## src/pkg/rsl_pkg.sv

```systemverilog
// Package: constants for the RS-485 slave serial link
package rsl_pkg;
  // ----------------------------------------
  // Clock and timing
  // ----------------------------------------
  localparam int unsigned CLK_HZ = 40000000;
  localparam logic [2:0] BAUD_RST = 3'h2;
  localparam logic [2:0] FMT_RST = 3'h1;
  localparam logic signed [6:0] STATION_RST = 7'sh01;
  localparam logic signed [6:0] STATION_OFF = -7'sh01;
  localparam logic signed [6:0] STATION_MAX = 7'sh20;
  localparam int DATA_BITS = 8;
  // Bit periods in core cycles, rounded down
  localparam int unsigned BAUD_4800 = 4800;
  localparam int unsigned BAUD_9600 = 9600;
  localparam int unsigned BAUD_19200 = 19200;
  localparam int unsigned BAUD_38400 = 38400;
  localparam int unsigned BAUD_57600 = 57600;
  localparam int unsigned BAUD_115200 = 115200;
  localparam logic [13:0] DIV_0 = 14'(CLK_HZ / BAUD_4800);
  localparam logic [13:0] DIV_1 = 14'(CLK_HZ / BAUD_9600);
  localparam logic [13:0] DIV_2 = 14'(CLK_HZ / BAUD_19200);
  localparam logic [13:0] DIV_3 = 14'(CLK_HZ / BAUD_38400);
  localparam logic [13:0] DIV_4 = 14'(CLK_HZ / BAUD_57600);
  localparam logic [13:0] DIV_5 = 14'(CLK_HZ / BAUD_115200);
  // Inter-frame silence of 40 bit periods, whatever the character length
  localparam logic [7:0] GAP_BITS = 8'h28;
  localparam int FIFO_DEPTH = 32;

  typedef enum logic [2:0] {RX_IDLE, RX_START, RX_DATA, RX_PAR, RX_STOP}
    rsl_rx_t;
  typedef enum logic [2:0] {TX_IDLE, TX_START, TX_DATA, TX_PAR, TX_STOP}
    rsl_tx_t;
endpackage : rsl_pkg

```

## src/rtl/rsl_fifo.sv

```systemverilog
// Synchronous FIFO with valid/ready on both sides
`timescale 1ns/1ps
module rsl_fifo
  import rsl_pkg::*;
#(
  parameter int WIDTH = 8,
  parameter int DEPTH = FIFO_DEPTH
)
(
  // Clock and reset
  input wire logic core_clk,
  input wire logic rst_n,
  // Fill side
  input wire logic inValid,
  output logic inReady,
  input wire logic [WIDTH-1:0] inData,
  // Drain side
  output logic outValid,
  input wire logic outReady,
  output logic [WIDTH-1:0] outData,
  // Flush
  input wire logic flush
);
  localparam int AW = $clog2(DEPTH);
  logic [WIDTH-1:0] mem [DEPTH];
  logic [AW-1:0] wrPtr_q, wrPtr_d, rdPtr_q, rdPtr_d;
  logic [AW:0] count_q, count_d;
  logic push, pop;

  assign inReady = (count_q != (AW+1)'(DEPTH));
  assign outValid = (count_q != '0);
  assign outData = mem[rdPtr_q];
  assign push = inValid && inReady;
  assign pop = outValid && outReady;

  always_comb
  begin
    wrPtr_d = wrPtr_q;
    rdPtr_d = rdPtr_q;
    count_d = count_q;
    if (flush)
    begin
      wrPtr_d = '0;
      rdPtr_d = '0;
      count_d = '0;
    end
    else
    begin
      if (push)
        wrPtr_d = wrPtr_q + 1'b1;
      if (pop)
        rdPtr_d = rdPtr_q + 1'b1;
      if (push && !pop)
        count_d = count_q + 1'b1;
      else if (pop && !push)
        count_d = count_q - 1'b1;
    end
  end

  always_ff @(posedge core_clk or negedge rst_n)
  begin
    if (!rst_n)
    begin
      wrPtr_q <= '0;
      rdPtr_q <= '0;
      count_q <= '0;
    end
    else
    begin
      wrPtr_q <= wrPtr_d;
      rdPtr_q <= rdPtr_d;
      count_q <= count_d;
    end
  end

  // Storage has no reset; contents only matter below count
  always_ff @(posedge core_clk)
  begin
    if (push && !flush)
      mem[wrPtr_q] <= inData;
  end

  property p_no_overflow;
    @(posedge core_clk) disable iff (!rst_n)
      count_q <= (AW+1)'(DEPTH);
  endproperty
  a_no_overflow: assert property (p_no_overflow)
    else $error("FIFO count above depth");
endmodule : rsl_fifo

```

## src/rtl/rsl_link.sv

```systemverilog
// RS-485 slave serial link: configurable RTU character engine
`timescale 1ns/1ps
module rsl_link
  import rsl_pkg::*;
(
  // Clock and reset
  input wire logic core_clk,
  input wire logic rst_n,
  // Configuration
  input wire logic signed [6:0] stationId,
  input wire logic [2:0] baudCode,
  input wire logic [2:0] frameFmt,
  // Bus line
  input wire logic rxd,
  output logic txd,
  output logic txOe,
  // Received request bytes
  output logic rxValid,
  input wire logic rxReady,
  output logic [7:0] rxData,
  output logic rxFrameEnd,
  // Reply bytes
  input wire logic txValid,
  output logic txReady,
  input wire logic [7:0] txData,
  // Status
  output logic linkEnabled,
  output logic parityErr,
  output logic framingErr
);
  // ----------------------------------------
  // Configuration decode
  // ----------------------------------------
  function automatic logic [13:0] baudDiv(input logic [2:0] code);
    case (code)
      3'h0: baudDiv = DIV_0;
      3'h1: baudDiv = DIV_1;
      3'h2: baudDiv = DIV_2;
      3'h3: baudDiv = DIV_3;
      3'h4: baudDiv = DIV_4;
      default: baudDiv = DIV_5;
    endcase
  endfunction : baudDiv

  logic [13:0] divTop;
  logic parOn, parOdd, twoStop;
  assign divTop = baudDiv(baudCode);
  assign parOn = (frameFmt != 3'h0) && (frameFmt != 3'h3);
  assign parOdd = (frameFmt == 3'h2) || (frameFmt == 3'h5);
  assign twoStop = (frameFmt >= 3'h3);
  // Zero is outside the range; treated as disabled as well
  assign linkEnabled = (stationId > 7'sh00) && (stationId <= STATION_MAX);

  // ----------------------------------------
  // Receiver
  // ----------------------------------------
  rsl_rx_t rxSt_q, rxSt_d;
  logic [13:0] rxCnt_q, rxCnt_d;
  logic [2:0] rxBit_q, rxBit_d;
  logic [7:0] rxSh_q, rxSh_d;
  logic rxPar_q, rxPar_d;
  logic [7:0] gap_q, gap_d;
  logic [13:0] gapCnt_q, gapCnt_d;
  logic inFrame_q, inFrame_d, firstByte_q, firstByte_d;
  logic match_q, match_d, frameEnd_q, frameEnd_d;
  logic parErr_q, parErr_d, frmErr_q, frmErr_d;
  logic byteDone, fifoInReady;

  always_comb
  begin
    rxSt_d = rxSt_q;
    rxCnt_d = rxCnt_q;
    rxBit_d = rxBit_q;
    rxSh_d = rxSh_q;
    rxPar_d = rxPar_q;
    parErr_d = 1'b0;
    frmErr_d = 1'b0;
    byteDone = 1'b0;
    case (rxSt_q)
      RX_IDLE:
        if (!rxd && linkEnabled)
        begin
          rxSt_d = RX_START;
          rxCnt_d = {1'b0, divTop[13:1]};
        end
      RX_START:
        if (rxCnt_q == '0)
        begin
          rxSt_d = rxd ? RX_IDLE : RX_DATA;
          rxCnt_d = divTop;
          rxBit_d = '0;
          rxPar_d = parOdd;
        end
        else
          rxCnt_d = rxCnt_q - 1'b1;
      RX_DATA:
        if (rxCnt_q == '0)
        begin
          rxSh_d = {rxd, rxSh_q[7:1]};
          rxPar_d = rxPar_q ^ rxd;
          rxCnt_d = divTop;
          rxBit_d = rxBit_q + 1'b1;
          if (rxBit_q == 3'(DATA_BITS - 1))
            rxSt_d = parOn ? RX_PAR : RX_STOP;
        end
        else
          rxCnt_d = rxCnt_q - 1'b1;
      RX_PAR:
        if (rxCnt_q == '0)
        begin
          parErr_d = (rxPar_q ^ rxd);
          // Running sum turns into the error flag for the stop state
          rxPar_d = rxPar_q ^ rxd;
          rxCnt_d = divTop;
          rxSt_d = RX_STOP;
        end
        else
          rxCnt_d = rxCnt_q - 1'b1;
      RX_STOP:
        // Only the first stop bit is checked; a second is idle anyway
        if (rxCnt_q == '0)
        begin
          frmErr_d = !rxd;
          byteDone = rxd;
          rxSt_d = RX_IDLE;
        end
        else
          rxCnt_d = rxCnt_q - 1'b1;
      default:
        rxSt_d = RX_IDLE;
    endcase
  end

  // ----------------------------------------
  // RTU framing: silence delimits, first byte is address
  // ----------------------------------------
  logic busy;
  assign busy = (rxSt_q != RX_IDLE) || !rxd;

  always_comb
  begin
    gap_d = gap_q;
    gapCnt_d = gapCnt_q;
    inFrame_d = inFrame_q;
    firstByte_d = firstByte_q;
    match_d = match_q;
    frameEnd_d = 1'b0;
    if (busy)
    begin
      gap_d = '0;
      gapCnt_d = divTop;
    end
    else if (gapCnt_q != '0)
      gapCnt_d = gapCnt_q - 1'b1;
    else if (gap_q != GAP_BITS)
    begin
      gapCnt_d = divTop;
      gap_d = gap_q + 1'b1;
    end
    if (!busy && gapCnt_q == '0 && gap_q == GAP_BITS - 8'h01)
    begin
      frameEnd_d = inFrame_q && match_q;
      inFrame_d = 1'b0;
      firstByte_d = 1'b1;
    end
    if (byteDone)
    begin
      inFrame_d = 1'b1;
      firstByte_d = 1'b0;
      if (firstByte_q)
        match_d = (rxSh_q == 8'(stationId[5:0]));
    end
  end

  logic wantByte;
  logic [7:0] rxByte;
  assign rxByte = rxSh_q;
  // Address byte is matched before it is queued
  assign wantByte = byteDone && !(parOn && rxPar_q) && (firstByte_q ?
    (rxSh_q == 8'(stationId[5:0])) : match_q);

  always_ff @(posedge core_clk or negedge rst_n)
  begin
    if (!rst_n)
    begin
      rxSt_q <= RX_IDLE;
      rxCnt_q <= '0;
      rxBit_q <= '0;
      rxSh_q <= '0;
      rxPar_q <= 1'b0;
      gap_q <= '0;
      gapCnt_q <= '0;
      inFrame_q <= 1'b0;
      firstByte_q <= 1'b1;
      match_q <= 1'b0;
      frameEnd_q <= 1'b0;
      parErr_q <= 1'b0;
      frmErr_q <= 1'b0;
    end
    else
    begin
      rxSt_q <= rxSt_d;
      rxCnt_q <= rxCnt_d;
      rxBit_q <= rxBit_d;
      rxSh_q <= rxSh_d;
      rxPar_q <= rxPar_d;
      gap_q <= gap_d;
      gapCnt_q <= gapCnt_d;
      inFrame_q <= inFrame_d;
      firstByte_q <= firstByte_d;
      match_q <= match_d;
      frameEnd_q <= frameEnd_d;
      parErr_q <= parErr_d;
      frmErr_q <= frmErr_d;
    end
  end

  assign rxFrameEnd = frameEnd_q;
  assign parityErr = parErr_q;
  assign framingErr = frmErr_q;

  // Overflowing bytes are dropped; the frame check upstream catches it
  rsl_fifo #(.WIDTH(8), .DEPTH(FIFO_DEPTH)) u_rxFifo (
    .core_clk(core_clk),
    .rst_n(rst_n),
    .inValid(wantByte),
    .inReady(fifoInReady),
    .inData(rxByte),
    .outValid(rxValid),
    .outReady(rxReady),
    .outData(rxData),
    .flush(!linkEnabled)
  );

  // ----------------------------------------
  // Transmitter: answers only an addressed request
  // ----------------------------------------
  rsl_tx_t txSt_q, txSt_d;
  logic [13:0] txCnt_q, txCnt_d;
  logic [2:0] txBit_q, txBit_d;
  logic [7:0] txSh_q, txSh_d;
  logic txPar_q, txPar_d, txLine_q, txLine_d, stop2_q, stop2_d;
  logic replyOk_q, replyOk_d;

  assign txReady = (txSt_q == TX_IDLE) && replyOk_q && linkEnabled;

  always_comb
  begin
    txSt_d = txSt_q;
    txCnt_d = txCnt_q;
    txBit_d = txBit_q;
    txSh_d = txSh_q;
    txPar_d = txPar_q;
    txLine_d = txLine_q;
    stop2_d = stop2_q;
    replyOk_d = replyOk_q;
    if (frameEnd_q)
      replyOk_d = 1'b1;
    else if (byteDone || !linkEnabled)
      replyOk_d = 1'b0;
    case (txSt_q)
      TX_IDLE:
      begin
        txLine_d = 1'b1;
        if (txValid && txReady)
        begin
          txSh_d = txData;
          txPar_d = parOdd;
          txLine_d = 1'b0;
          txCnt_d = divTop;
          txSt_d = TX_START;
        end
      end
      TX_START, TX_DATA, TX_PAR, TX_STOP:
        if (txCnt_q != '0)
          txCnt_d = txCnt_q - 1'b1;
        else
        begin
          txCnt_d = divTop;
          if (txSt_q == TX_START || (txSt_q == TX_DATA && txBit_q != 3'h0))
          begin
            txSt_d = TX_DATA;
            txLine_d = txSh_q[0];
            txPar_d = txPar_q ^ txSh_q[0];
            txSh_d = {1'b0, txSh_q[7:1]};
            txBit_d = txBit_q + 1'b1;
          end
          else if (txSt_q == TX_DATA && parOn)
          begin
            txSt_d = TX_PAR;
            txLine_d = txPar_q;
          end
          else if (txSt_q != TX_STOP)
          begin
            txSt_d = TX_STOP;
            txLine_d = 1'b1;
            stop2_d = twoStop;
          end
          else if (stop2_q)
            stop2_d = 1'b0;
          else
            txSt_d = TX_IDLE;
        end
      default:
        txSt_d = TX_IDLE;
    endcase
  end

  always_ff @(posedge core_clk or negedge rst_n)
  begin
    if (!rst_n)
    begin
      txSt_q <= TX_IDLE;
      txCnt_q <= '0;
      txBit_q <= '0;
      txSh_q <= '0;
      txPar_q <= 1'b0;
      txLine_q <= 1'b1;
      stop2_q <= 1'b0;
      replyOk_q <= 1'b0;
    end
    else
    begin
      txSt_q <= txSt_d;
      txCnt_q <= txCnt_d;
      txBit_q <= txBit_d;
      txSh_q <= txSh_d;
      txPar_q <= txPar_d;
      txLine_q <= txLine_d;
      stop2_q <= stop2_d;
      replyOk_q <= replyOk_d;
    end
  end

  assign txd = txLine_q;
  assign txOe = (txSt_q != TX_IDLE);

  // ----------------------------------------
  // Checks
  // ----------------------------------------
  property p_disabled_quiet;
    @(posedge core_clk) disable iff (!rst_n)
      !linkEnabled && txSt_q == TX_IDLE |=> !txOe;
  endproperty
  a_disabled_quiet: assert property (p_disabled_quiet)
    else $error("Driver enabled while link disabled");

  property p_no_unsolicited;
    @(posedge core_clk) disable iff (!rst_n)
      $rose(txOe) |-> $past(replyOk_q);
  endproperty
  a_no_unsolicited: assert property (p_no_unsolicited)
    else $error("Transmission without prior addressed request");

  property p_addr_match;
    @(posedge core_clk) disable iff (!rst_n)
      byteDone && firstByte_q |=> match_q == (rxSh_q == 8'(stationId[5:0]));
  endproperty
  a_addr_match: assert property (p_addr_match)
    else $error("Address match flag wrong");

  property p_start_len;
    @(posedge core_clk) disable iff (!rst_n)
      $rose(txOe) |-> !txd [*8];
  endproperty
  a_start_len: assert property (p_start_len)
    else $error("Start bit too short");

  property p_par_state;
    @(posedge core_clk) disable iff (!rst_n)
      txSt_q == TX_PAR |-> parOn;
  endproperty
  a_par_state: assert property (p_par_state)
    else $error("Parity bit sent with parity off");

  property p_stop_high;
    @(posedge core_clk) disable iff (!rst_n)
      txSt_q == TX_STOP |-> txd;
  endproperty
  a_stop_high: assert property (p_stop_high)
    else $error("Stop bit not high");

  property p_frame_end_match;
    @(posedge core_clk) disable iff (!rst_n)
      rxFrameEnd |-> $past(match_q);
  endproperty
  a_frame_end_match: assert property (p_frame_end_match)
    else $error("Frame end reported for foreign frame");

  property p_foreign_dropped;
    @(posedge core_clk) disable iff (!rst_n)
      byteDone && !firstByte_q && !match_q |-> !wantByte;
  endproperty
  a_foreign_dropped: assert property (p_foreign_dropped)
    else $error("Foreign byte queued");

  c_frame_end: cover property (@(posedge core_clk) rxFrameEnd);
  c_reply: cover property (@(posedge core_clk) $rose(txOe));
  c_par_err: cover property (@(posedge core_clk) parityErr);
  c_two_stop: cover property (@(posedge core_clk) txSt_q == TX_STOP && stop2_q);
endmodule : rsl_link

```

## config.mk

```make
export PLATFORM = sky130hd
export DESIGN_NAME = rsl_link
export DESIGN_NICKNAME = d
export VERILOG_FILES = /design/src/pkg/rsl_pkg.sv /design/src/rtl/rsl_fifo.sv /design/src/rtl/rsl_link.sv
export SDC_FILE = /design/constraint.sdc
export NUM_CORES = 1
export LEC_CHECK = 0
export ABC_AREA = 1
export BUFFER_PORTS_ARGS = -buffer_cell sky130_fd_sc_hd__buf_2
export CORE_MARGIN = 2
export CORE_UTILIZATION = 30
export DETAILED_ROUTE_END_ITERATION = 10
export PLACE_DENSITY = 0.44
export SLEW_MARGIN = 20
export SYNTH_ARGS = -nofsm -noshare
export SYNTH_HDL_FRONTEND = slang
export SYNTH_SLANG_ARGS = --single-unit
```

## constraint.sdc

```tcl
create_clock -name core_clk -period 4.64 [get_ports core_clk]
set_clock_uncertainty 0.1 [all_clocks]
set_input_delay 0.232 -clock core_clk [delete_from_list [all_inputs] [get_ports core_clk]]
set_output_delay 0.232 -clock core_clk [all_outputs]
set_load 0.01 [all_outputs]
```

# [Word-level counts from Yosys, hierarchy flattened]
# Memories as Yosys holds them, arrays and structs flattened.
# Index checks and enable logic that the tools add are counted.
[totals] mem_count=1 elab_cells=218 ff_bits=105 input_bits=26 ramBits=256 latchBits=0 out_inout_bits=16 rom_bits=0
[classes] magnitude_cmp=3 n_reduce_logical=64 mux=73 mul=0 n_bitwise=5 shifts=0 addsub=10 eq_ne=38 div=0
[mem_list] name="u_rxFifo.mem" words=32 word_bits=8 rd=1 rd_clocked_by_memory_dff=0 write_ports=1 line_no="rsl_fifo.sv:25" source="logic [WIDTH-1:0] mem [DEPTH];"
[ops] operator="2-to-1 mux 14 bit" count=8
[ops] operator="case mux 14 bit (5 select lines)" count=1
[ops] operator="2-to-1 mux 8 bit" count=6
[ops] operator="2-to-1 mux 3 bit" count=14
[ops] operator="case mux 14 bit (3 select lines)" count=1
[ops] operator="subtractor 14 x 1 -> 14 bit, second input constant" count=3
[ops] operator="logical NOT 14 bit" count=2
[ops] operator="case mux 14 bit (2 select lines)" count=1
[ops] operator="nonzero test 14 bit" count=2
[ops] operator="2-to-1 mux 1 bit" count=27
[ops] operator="== test 3 x 2 -> 1 bit, second input constant" count=7
[ops] operator="2-to-1 mux 5 bit" count=4
[ops] operator="inequality test 2 bit, second input constant" count=10
[ops] operator="logical AND 1 bit" count=19
[ops] operator="2-to-1 mux 6 bit" count=3
[ops] operator="AND reduction 3 bit" count=6
[ops] operator="nonzero test 3 bit" count=6
[ops] operator="case mux 8 bit (2 select lines)" count=1
[ops] operator="== test 3 bit, second input constant" count=5
[ops] operator="case mux 3 bit (5 select lines)" count=1
[ops] operator="case mux 3 bit (2 select lines)" count=2
[ops] operator="nonzero test 2 bit" count=6
[ops] operator="adder 5 x 1 -> 5 bit, second input constant" count=2
[ops] operator="== test 3 x 1 -> 1 bit, second input constant" count=3
[ops] operator="other kinds (31)" count=53

# [Depth between registers and ports, before layout]
# Gate-level depths: netlist (run 1).
[depth] depth_word=12 depth_mapped=20 depth_no_buf=20

# [By module]
# From an unflattened synthesis (run 1), not the netlist that was laid out.
[unflattened] cells_unflattened=1866 area_unflattened_um2=17606.9
[by_module_without_submodules] mod="rsl_fifo" seq_area_each_um2=8087.8 instances=1 cells_each=1006 area_per_inst_um2=11548.6
[by_module_without_submodules] mod="rsl_link" seq_area_each_um2=2229.6 instances=1 cells_each=860 area_per_inst_um2=6058.3

# [Worst setup path after synthesis (run 1)]
# OpenSTA, ideal clock, no wires.
[synth_timing] path_kind="flip-flop to flip-flop" start="register rxSh_q[4], in the netlist rxByte[4]" end="memory u_rxFifo.mem[12][0] (enable)" setup_slack_ps=1917 setup_time_ps=383 stages_incl_launch_ff=12 n_path_buf=1 t_required_ps=4157 period_less_slack_ps=2723 arrival_time_ps=2239 path_cell_list="dfrtp_1 -> inv_1 -> nand2_1 -> nand2_1 -> nor2_1 -> nand2_1 -> nor2_1 -> nor2_1 -> nor2_4 -> nand3_4 -> buf_6 -> nor3_1"
[synth_between] elab_chain_cells=7
[synth_rtl] element="start: declaration" line_no="rsl_link.sv:60" source="logic [7:0] rxSh_q, rxSh_d;"
[synth_rtl] element="start signal: assignment" line_no="rsl_link.sv:205" source="rxSh_q <= rxSh_d;"
[synth_rtl] element="== test 8 x 6 -> 1 bit" line_no="rsl_link.sv:180" source="(rxSh_q == 8'(stationId[5:0])) : match_q);"
[synth_rtl] element="2-to-1 mux 1 bit"
[synth_rtl] element="logical AND 1 bit" line_no="rsl_link.sv:179" source="assign wantByte = byteDone && !(parOn && rxPar_q) && (firstByte_q ?"
[synth_rtl] element="logical AND 1 bit" line_no="rsl_fifo.sv:33" source="assign push = inValid && inReady;"
[synth_rtl] element="logical AND 1 bit" line_no="rsl_fifo.sv:79" source="if (push && !flush)"
[synth_rtl] element="2-to-1 mux 1 bit" line_no="rsl_fifo.sv:79"
[synth_rtl] element="2-to-1 mux 1 bit (implied by the code)" line_no="rsl_fifo.sv:80" source="mem[wrPtr_q] <= inData;"
[synth_rtl] element="end: declaration" line_no="rsl_fifo.sv:25"
# Every way passes these cells.

# [Final worst setup path (run 1)]
[layout_timing] start="register u_rxFifo.rdPtr_q[1]" end="output port rxData[3]"
[layout_between] elab_chain_cells=1
[layout_rtl] element="start: declaration" line_no="rsl_fifo.sv:26" source="logic [AW-1:0] wrPtr_q, wrPtr_d, rdPtr_q, rdPtr_d;"
[layout_rtl] element="start signal: assignment" line_no="rsl_fifo.sv:71" source="rdPtr_q <= rdPtr_d;"
[layout_rtl] element="memory (32 x 8 bit)"
[layout_rtl] element="end: declaration" line_no="rsl_link.sv:20" source="output logic [7:0] rxData,"
# Every way passes these cells.

==> results of run 1 <==
[path summary, 6_finish.rpt]
| path | from | endpoint | slack, ns | cells after the start |
|---|---|---|---|---|
| worst max-delay path | u_rxFifo.rdPtr_q[1] | rxData[3] | 1.13 | 9 |
| worst min-delay path | baudCode[1] | gapCnt_q[2] | 0.05 | 4 |
| worst max register to register | rxByte[5] | u_rxFifo.count_q[5] | 1.49 | 19 |
| worst min register to register | txSh_q[4] | txSh_q[4] | 0.37 | 2 |
| max in group asynchronous | rst_n | txSh_q[2] | 3.14 | 3 |
| min in group asynchronous | rst_n | gapCnt_q[0] | 0.19 | 2 |
[layout make-up]
cell class                 count  area (µm²)  share of cell area [%]
clock buffer                  55        1141                   5.849
clock inverter                23       172.7                  0.8851
inverter                     139       523.0                   2.681
multi-input combinational   1135        5687                   29.15
sequential                   361       10320                   52.92
tap                          748       935.9                   4.798
timing repair buffer         105       725.7                   3.720
[power breakdown]
| group | internal [mW] | total, mW | switching [mW] |
|---|---|---|---|
| clock | 1.81 | 3.20 | 1.39 |
| combinational | 0.0409 | 0.132 | 0.0915 |
| sequential | 3.43 | 3.44 | 0.00563 |
| total | 5.28 | 6.77 | 1.48 |
[cells by family after synthesis]
family | share of synthesized area [%]
compound gates | 12.28
fa+ha+maj | 1.532
flops | 61.32
buf+inv | 4.878
xor+xnor | 1.666
simple gates | 18.26
mux | 0.05950
[through the flow]
| step | hold WS, ns | setup WS, ns | util, % | std cells |
|---|---|---|---|---|
| 6_report | 0.05049 | 1.127 | 35.27 | 2566 |
| 5_1_grt | 0.07241 | 0.9054 | 35.27 | 2566 |
| 4_1_cts | 0.004774 | 1.159 | 35.27 | 2566 |
| 3_5_place_dp | 0.3400 | 1.492 | 32.62 | 2473 |
| 3_3_place_gp | 0.3302 | 1.525 | 32.62 | 2473 |
| 2_1_floorplan | -0.1636 | 1.917 | - | 1701 |
[cell usage in the layout, fill, tap and decap left out, types with 15 or more instances in the layout]
master / Yosys / routed
o21ai_0: 217 / 217
buf_4: 2 / 50
o211ai_1: 34 / 34
dlygate4sd3_1: 0 / 15
clkbuf_16: 0 / 43
nand3_1: 70 / 70
ha_1: 19 / 19
nor3_1: 52 / 52
dfrtp_1: 103 / 101
buf_2: 17 / 40
inv_1: 127 / 125
edfxtp_1: 256 / 256
o22ai_1: 38 / 38
a21oi_1: 30 / 30
nand2_1: 286 / 286
nor2_1: 251 / 251
nand4_1: 19 / 19
xor2_1: 23 / 23
[state kept, by name, summed over array words and instances, names as in the netlist, 3 cells and up]
name,cells
gapCnt_q,14
gap_q,8
rxBit_q,3
rxByte,8
rxCnt_q,14
rxSt_q,3
txBit_q,3
txCnt_q,14
txSh_q,8
txSt_q,3
u_rxFifo.count_q,6
u_rxFifo.mem,256
u_rxFifo.rdPtr_q,5
u_rxFifo.wrPtr_q,5
[per-layer routing]
layer	global-route usage [%]	vias up	wire [µm]
li1	-	6079	-
met1	22.00	5995	21450
met2	27.05	230	22050
met3	2.562	65	1753
met4	5.630	0	1279
met5	0	-	0
[repair_timing]
item / 4_1_cts / 5_1_grt
gates resized for setup: 0 / 0
endpoints found under the hold margin: 80 / 0
hold buffers: 15 / 0
[tightest hold or removal path, stage by stage]
cell and delay [ns]:
buf_2 0.13, inv_1 0.06, o21ai_0 0.18, a21oi_1 0.10
==> reports/qor.yml, run 1 <==
yosys:
  synth.top_cells.by_count: "nand2_1 (286), edfxtp_1 (256), nor2_1 (251)"
  synthDominantCellAreaShare_pct: 45.69
  post_synth_arst_share_pct: 29.09
  synthesis.area_um2: 16820
  post-synth-top-count-cell: "nand2_1"
  post_synth_num_cell_types: 49
  yosys_most_used_dff: "edfxtp_1"
  synth_enable_flop_cells: 256
  post_synth_inst_count: 1701
  yosys.area.top_type: "edfxtp_1"
  synth_area_per_cell_um2: 9.891
  postSynthRegisterBits: 361
  syn-num-nets: 1747
  ranking_of_synthesized_cells_by_area: "edfxtp_1 (46%), dfrtp_1 (15%), o21ai_0 (6.5%)"
  ys_warn_count: 0
  yosysSeqAreaShare_pct: 61.32
worst_setup_path:
  start_kind: "register"
  worst_ep_arrival_time_ns: 3.18
  path_cells: "clkinv_1 -> buf_4 -> o21ai_0 -> o22ai_1 -> nand2_1 -> nand3_1 -> o21ai_1 -> inv_1 -> buf_2"
  path_class: "register to primary output"
  worstPathBufferInverterCount: 4
  cp.required_ns: 4.31
  endpoint_kind: "primary output"
  critical_path.max_fanout: 26
  crit_path_max_incr_delay_ns: 0.81
  critical_path.slowest_cell: "clkinv_1"
  cp_top_family: "buffers and inverters"
timing:
  fmax_ghz: 0.2846
  worst-slew-pin-transition_ns: 1.066
  tns_ns: 0
  timing.final.setup_violations: 0
  layout_worst_path_cycle_share_pct: 75.72
  timing.final.max_slew_violations: 0
  max_slew_margin_pct: 28.53
  setup_repair_after_global_routing_missed_its_margin: "no"
  timing.final.hold_violations: 0
  finalWorstPathRequiredPeriod_ns: 3.513
clock_network:
  clk_latency_ns: 0.58
  root_buffer_selected_by_cts: "clkbuf_16"
  h_tree_levels: 2
  cts_tree: "built"
  clockBufferDepth: 3
  cts_num_sinks: 361
  post_cts_buffers: 0
  path_clk_slew_ns: 0.06
  tritoncts.num_buffers: 43
grt:
  number_of_antenna_violations_at_the_first_check_in_global_routing: 0
  grt_pass1_vias: 12240
  track_usage_pct: 16.41
  grt_first_pass_wirelength_um: 72630
  grt_overflow_total: 0
  grt_start_max_net_pins: 90
floorplan:
  die_width_um: 240.8
  floorplan.io_pins: 42
  die_h_um: 240.8
  placement_rows: 86
  core_area_um2: 55310
  floorplan.initialDensity_pct: 30.42
  dieArea_um2: 57990
final_layout:
  antenna_cells_inserted: 0
  fill_cells: 5675
  final_design_area_no_fill_um2: 19510
  area.growth.synth_to_final_pct: 15.94
  finalNetCount: 1831
  final_layout_size_suffix_gt1_share_pct: 10.95
routing:
  dr_total_vias: 12370
  drtPass1Iterations: 5
  detail_route.iter0.violations: 785
  wl_um: 46530
  detail-route-antenna-nets: 0
  drt-wirelength-per-cell_um: 18.13
  vias_per_cell: 4.820
  drc: 0
run_status:
  run_status: "finished clean"
placement:
  place_congestion: 0.7875
  cell_area_after_placement_um2: 18040
  io_buffers: 41
  post-dp-hpwl_um: 30330
pwr:
  p_total_mw: 6.768
  power.density_cell_area_nw_per_um2: 347.0
  leakage_nw: 8.144
  peakVddDrop_mv: 0.2866
worst_hold_path:
  hold_class: "input pin to register"
run:
  max_cap_violations: 0
No activity file was read; power rests on OpenSTA's default activity.
==> inputs of run 2 (changes only) <==
- ABC_AREA: 1 -> 0
- PLACE_DENSITY: 0.44 -> 0.46
- clock period: 4.64 -> 3 ns (I/O delays scaled with it)
==> reports/qor.yml, run 2 <==
clock_network:
  cts_tree: "built"
  path_clk_slew_ns: 0.06  # about the same
  tritoncts.num_buffers: 43  # unchanged
  root_buffer_selected_by_cts: "clkbuf_16"
  cts_num_sinks: 361  # unchanged
  h_tree_levels: 2  # unchanged
  clk_latency_ns: 0.59  # about the same
  clockBufferDepth: 3  # unchanged
worst_setup_path:
  worst_r2r_startpoint: "u_rxFifo.count_q[2]"
  cp_top_family: "multiplexers"
  start_kind: "register"
  ff2ff_path_depth: 10  # -9
  worst_path_most_repeated_cell: "mux4_2"
  worst_ep_arrival_time_ns: 2.91  # -0.27 ns
  critical_path.max_fanout: 6  # -77%
  worstPathBufferInverterCount: 3  # -1
  critical_path.slowest_cell: "dfrtp_4"
  path_class: "register to primary output"
  crit-reg2reg-capture: "u_rxFifo.count_q[5]"
  reg2reg_setup_slack_ns: -0.11  # -1.60 ns
  crit_path_max_incr_delay_ns: 0.56  # -0.25 ns
  cp.required_ns: 2.75  # -1.56 ns
  path_cells: "buf_12 -> buf_16 -> mux4_2 -> mux4_2 -> mux2_4 -> buf_6"
  endpoint_kind: "primary output"
yosys:
  syn-num-nets: 1229  # -30%
  synth_enable_flop_cells: 256  # unchanged
  yosysSeqAreaShare_pct: 62.69  # +1.4 points
  synth.top_cells.by_count: "edfxtp_1 (256), nor2_1 (112), dfrtp_1 (103)"
  synth_area_per_cell_um2: 13.91  # +41%
  ys_warn_count: 0  # unchanged
  post_synth_inst_count: 1183  # -30%
  synthDominantCellAreaShare_pct: 46.71  # +1.0 points
  postSynthRegisterBits: 361  # unchanged
  yosys_most_used_dff: "edfxtp_1"
  yosys.area.top_type: "edfxtp_1"
  ranking_of_synthesized_cells_by_area: "edfxtp_1 (47%), dfrtp_1 (16%), mux4_2 (11%)"
  synthesis.area_um2: 16460  # -2.2%
  post_synth_arst_share_pct: 29.09  # unchanged
  post-synth-top-count-cell: "edfxtp_1"
  post_synth_num_cell_types: 72  # +47%
final_layout:
  finish.utilization_pct: 37.87  # +2.6 points
  antenna_cells_inserted: 0  # unchanged
  area.growth.synth_to_final_pct: 24.31
  most-common-layout-cells: "edfxtp_1 (256), buf_4 (125), nor2_1 (109)"
  layout.cells.most_common: "edfxtp_1"
  largest_register_ffs: 256  # unchanged
  registers.top_by_ff_count: "u_rxFifo.mem"
  finalNetCount: 1410  # -23%
  finish.cell_count_without_fillers: 2094  # -18%
  final_layout_size_suffix_gt1_share_pct: 27.97  # +17 points
placement:
  dpl.cell_count: 1987  # -20%
  place_congestion: 0.8103  # +2.9%
  detailedPlace.worstSlack_ns: -0.2410  # -1.733 ns
  io_buffers: 41  # unchanged
  post-dp-hpwl_um: 28010  # -7.7%
floorplan:
  placement_rows: 85  # -1.2%
  dieArea_um2: 56750  # -2.1%
  die_h_um: 238.2  # -1.1%
  die_width_um: 238.2  # -1.1%
  core_area_um2: 54030  # -2.3%
  floorplan.initialDensity_pct: 30.46  # +0.043 points
  floorplan.io_pins: 42  # unchanged
pwr:
  p_total_mw: 12.33  # +82%
  leakage_nw: 7.354  # -9.7%
  power.density_cell_area_nw_per_um2: 602.5  # +74%
  peakVddDrop_mv: 0.4261  # +49%
timing:
  finalWorstSetupSlack_ns: -0.1635  # -1.290 ns
  layout_worst_path_cycle_share_pct: 105.5
  setup_repair_after_global_routing_missed_its_margin: "yes"
  fmax_ghz: 0.3161
  timing.final.hold_violations: 0  # unchanged
  timing.final.max_slew_violations: 0  # unchanged
  timing.final.setup_violations: 10  # +10
  final.hold.worst_slack_ns: 0.03411  # -0.01638 ns
  worst-slew-pin-transition_ns: 0.7544  # -0.3111 ns
  finalWorstPathRequiredPeriod_ns: 3.164
  max_slew_margin_pct: 49.71  # +21 points
run:
  max_cap_violations: 0  # unchanged
grt:
  number_of_antenna_violations_at_the_first_check_in_global_routing: 3  # +3
  grt_pass1_vias: 10550  # -14%
  grt_overflow_total: 0  # unchanged
  grt_start_max_net_pins: 53  # -41%
  track_usage_pct: 15.57  # -0.83 points
  grt_first_pass_wirelength_um: 66670  # -8.2%
worst_hold_path:
  hold_class: "input pin to register"
  hold_path.startpoint: "frameFmt[1]"
  whs_endpoint: "stop2_q"
  whs_path_depth: 4  # unchanged
routing:
  detail_route.iter0.violations: 829  # +5.6%
  drtPass1Iterations: 5  # unchanged
  vias_per_cell: 5.090  # +5.6%
  drt-wirelength-per-cell_um: 20.83  # +15%
  dr_total_vias: 10660  # -14%
  detail-route-antenna-nets: 0  # unchanged
  wl_um: 43620  # -6.2%
  drc: 0  # unchanged
run_status:
  run_status: "finished, violations left"
  violations: "negative setup slack"
run 2: cell count changes after synthesis, moves of 41 or more:
cell,delta
o21ai_0,-146
nor2_1,-139
nand3_1,-41
mux4_2,+80
nand2_1,-216
inv_1,-98
run 2: what timing repair did:
item / in CTS / in global routing
pin swaps: 7 / 5
gates cloned: 6 / 1
hold buffers: 16 / 0
setup buffers: 4 / 2
hold endpoints to repair: 68 / 0
setup endpoints to repair: 10 / 10
resized for setup: 31 / 5
run 2: worst max path at each step:
stage	to	slack, ns	cells past startpoint	from
floorplan	u_rxFifo.count_q[5]	-0.22	12	rxByte[3]
global placement	u_rxFifo.count_q[5]	-0.20	13	frameFmt[0]
detailed placement	u_rxFifo.count_q[5]	-0.24	13	frameFmt[0]
CTS	rxData[0]	-0.19	6	u_rxFifo.rdPtr_q[0]
global route	u_rxFifo.count_q[5]	-0.27	12	rxByte[4]
finish	rxData[4]	-0.16	6	u_rxFifo.rdPtr_q[0]
run 2: worst register-to-register path, stage by stage, from the launching register on:
cell and delay [ns]:
dfrtp_1 0.37, or4_4 0.57, o31ai_2 0.34, nand2_4 0.16, ha_4 0.24, a21o_1 0.16, a221o_1 0.33, or3_1 0.33
and3_1 0.17, o21bai_1 0.12, nand2_1 0.07
run 2: through the flow:
step           TNS (ns)  area, µm²
6_report         -1.298      20460
5_1_grt          -2.166      20460
4_1_cts          -1.605      20420
3_5_place_dp    -0.2992      18460
3_3_place_gp    -0.1992      18460
2_1_floorplan   -0.2219      16590
run 2: per-layer routing:
metal | track usage, % | share of wire (%) | wire [µm] | vias up
met3 | 2.291 | 4.4 | 1911 | 64
li1 | - | - | - | 4921
met4 | 4.091 | 2.0 | 873 | 2
met5 | 0 | 0.016 | 7 | -
met2 | 23.88 | 45 | 19690 | 239
met1 | 23.09 | 48 | 21140 | 5432
run 2: layout make-up:
class / count / area (µm²)
fill: 5147 / 33570
sequential: 361 / 10330
multi-input combinational: 730 / 5948
timing repair buffer: 198 / 1739
clock buffer: 52 / 1120
tap: 696 / 870.8
clock inverter: 27 / 336.6
inverter: 30 / 112.6
run 2: report_power, final:
| part | total, mW | leakage, nW | switching, mW | internal (mW) |
|---|---|---|---|---|
| Clock | 5.37 | 0.700 | 2.16 | 3.21 |
| Sequential | 5.57 | 3.81 | 0.137 | 5.44 |
| Combinational | 1.39 | 2.85 | 0.764 | 0.623 |
| Total | 12.3 | 7.35 | 3.06 | 9.27 |
run 2: cell families (layout without fill, tap and decap cells):
group	Yosys count	count (layout)	share of synthesized area [%]
muxes	107	107	12.73
buffers and inverters	92	307	2.311
and+or+nand+nor	355	355	10.67
xor gates and xnor gates	36	36	1.999
adders and majority gates	20	20	1.566
DFF	361	361	62.69
AOI/OAI and AO/OA	212	212	8.043
==> inputs of run 3 (changes only) <==
- RECOVER_POWER: not set -> 50
==> reports/qor.yml, run 3 (synthesis gave the netlist of run 2 again) <==
placement:
  place_congestion: 0.8103  # unchanged
  cell_area_after_placement_um2: 18460  # unchanged
  io_buffers: 41  # unchanged
  detailedPlace.worstSlack_ns: -0.2410  # unchanged
  dpl.cell_count: 1987  # unchanged
  post-dp-hpwl_um: 28010  # unchanged
run_status:
  violations: "max-capacitance violations, max-slew violations, negative setup slack"
  run_status: "finished, violations left"
floorplan:
  die_h_um: 238.2  # unchanged
  floorplan.initialDensity_pct: 30.46  # unchanged
  core_area_um2: 54030  # unchanged
  die_width_um: 238.2  # unchanged
  dieArea_um2: 56750  # unchanged
  floorplan.io_pins: 42  # unchanged
  placement_rows: 85  # unchanged
final_layout:
  most-common-layout-cells: "edfxtp_1 (256), buf_4 (116), nor2_1 (109)"
  fill_cells: 5161  # +0.27%
  finish.cell_count_without_fillers: 2095  # +0.048%
  finalNetCount: 1410  # unchanged
  largest_register_ffs: 256  # unchanged
  final_design_area_no_fill_um2: 20410  # -0.24%
  final_layout_size_suffix_gt1_share_pct: 27.18  # -0.79 points
  layout.cells.most_common: "edfxtp_1"
  area.growth.synth_to_final_pct: 24.02
  finish.utilization_pct: 37.78  # -0.090 points
  registers.top_by_ff_count: "u_rxFifo.mem"
routing:
  dr_total_vias: 10690  # +0.29%
  drt-wirelength-per-cell_um: 20.81  # -0.12%
  vias_per_cell: 5.102  # +0.24%
  drtPass1Iterations: 5  # unchanged
  detail_route.iter0.violations: 791  # -4.6%
  detail-route-antenna-nets: 0  # unchanged
  drc: 0  # unchanged
  wl_um: 43590  # about the same
pwr:
  leakage_nw: 7.301  # -0.72%
  peakVddDrop_mv: 0.4236  # -0.57%
  total_switching_power_mw: 3.059  # about the same
  power.density_cell_area_nw_per_um2: 603.7  # +0.20%
  internal_pwr_total_mw: 9.263  # about the same
  sequential_group_share_of_total_power_pct: 45.2  # about the same
  swShare_pct: 24.83  # about the same
  power.combinational.fraction_pct: 11.2  # about the same
  clockPowerShare_pct: 43.5  # about the same
timing:
  fmax_ghz: 0.3162  # about the same
  worst-slew-pin-transition_ns: 2.070  # +1.315 ns
  timing.final.hold_violations: 0  # unchanged
  finalWorstPathRequiredPeriod_ns: 3.163  # -0.0005820 ns
  finalWorstSetupSlack_ns: -0.1630  # +0.0005820 ns
  setup_repair_after_global_routing_missed_its_margin: "yes"
  layout_worst_path_cycle_share_pct: 105.4  # about the same
  timing.final.max_slew_violations: 245  # +245
  tns_ns: -1.270  # +0.02876 ns
  max_slew_margin_pct: -37.97  # -88 points
  timing.final.setup_violations: 10  # unchanged
worst_setup_path:
  critical_path.slowest_cell: "dfrtp_4"
  reg2reg_setup_slack_ns: -0.11  # about the same
  worst_path_most_repeated_cell: "mux4_2"
  cp.required_ns: 2.75  # about the same
  worst_r2r_startpoint: "u_rxFifo.count_q[2]"
  critical_path.max_fanout: 6  # unchanged
  crit_path_max_incr_delay_ns: 0.57  # about the same
  ff2ff_path_depth: 10  # unchanged
  start_kind: "register"
  path_cells: "buf_12 -> buf_16 -> mux4_2 -> mux4_2 -> mux2_4 -> buf_6"
  worst_ep_arrival_time_ns: 2.91  # about the same
  path_class: "register to primary output"
  endpoint_kind: "primary output"
  crit-reg2reg-capture: "u_rxFifo.count_q[5]"
grt:
  grt_first_pass_wirelength_um: 66670  # unchanged
  grt_pass1_vias: 10550  # unchanged
  grt_overflow_total: 0  # unchanged
  grt_start_max_net_pins: 53  # unchanged
  number_of_antenna_violations_at_the_first_check_in_global_routing: 3  # unchanged
  track_usage_pct: 15.57  # unchanged
worst_hold_path:
  hold_class: "input pin to register"
  hold_path.startpoint: "frameFmt[1]"
  whs_path_depth: 4  # unchanged
  whs_endpoint: "stop2_q"
run:
  max_cap_violations: 7  # +7
clock_network:
  root_buffer_selected_by_cts: "clkbuf_16"
  tritoncts.num_buffers: 43  # unchanged
  clockBufferDepth: 3  # unchanged
  path_clk_slew_ns: 0.06  # about the same
  cts_tree: "built"
  h_tree_levels: 2  # unchanged
  clk_latency_ns: 0.59  # about the same
  cts_num_sinks: 361  # unchanged
[run 3: metrics by stage]
step	power, mW	hold slack [ns]
global route	12.87	0.06959
global placement	6.963	0.1537
finish	12.32	0.03345
CTS	12.48	0.03233
detailed placement	6.970	0.1645
floorplan	6.416	-0.2456
[run 3: worst max-delay path: cells and delay by family (launching register included)]
| family | cells | cell delay, ns |
|---|---|---|
| DFF | 1 | 0.57 |
| buffers and inverters | 3 | 0.44 |
| muxes | 3 | 1.31 |
[run 3: power groups by stage]
stage          clock network, mW  logic [mW]  registers (mW)
4_1_cts                     5.52        1.39            5.56
5_1_grt                     5.73        1.55            5.59
3_5_place_dp                   0        1.31            5.66
6_report                    5.36        1.38            5.57
3_3_place_gp                   0        1.31            5.65
2_1_floorplan                  0       0.770            5.65
[run 3: worst max path at each step]
stage                        start                  end  slack, ns  cells past startpoint
2_1_floorplan            rxByte[3]  u_rxFifo.count_q[5]      -0.22                     12
4_1_cts        u_rxFifo.rdPtr_q[0]            rxData[0]      -0.19                      6
6_report       u_rxFifo.rdPtr_q[0]            rxData[4]      -0.16                      6
3_5_place_dp           frameFmt[0]  u_rxFifo.count_q[5]      -0.24                     13
5_1_grt                  rxByte[4]  u_rxFifo.count_q[5]      -0.27                     12
3_3_place_gp           frameFmt[0]  u_rxFifo.count_q[5]      -0.20                     13
[run 3: routing by layer]
layer	wire length (µm)	GRT usage (%)
met1	21090	23.09
met2	19750	23.88
met3	1854	2.291
met4	881	4.091
met5	7	0
[run 3: final cells by class]
| type | instances | area, µm² | area share [%] |
|---|---|---|---|
| clock buffers | 52 | 1120 | 5.486 |
| diodes | 1 | 2.502 | 0.01226 |
| repair buffers | 198 | 1688 | 8.269 |
| multi-input cells | 730 | 5948 | 29.14 |
| well taps | 696 | 870.8 | 4.267 |
| flip-flops and latches | 361 | 10330 | 50.62 |
| clock inverters | 27 | 336.6 | 1.649 |
| inverters | 30 | 112.6 | 0.5517 |
[run 3: timing repair]
action	4_1_cts	5_1_grt
endpoints found under the setup margin	10	10
pin swaps	7	5
gates cloned	6	1
gates resized for setup	31	5
hold buffers	16	0
buffers inserted	4	2
endpoints found under the hold margin	68	0
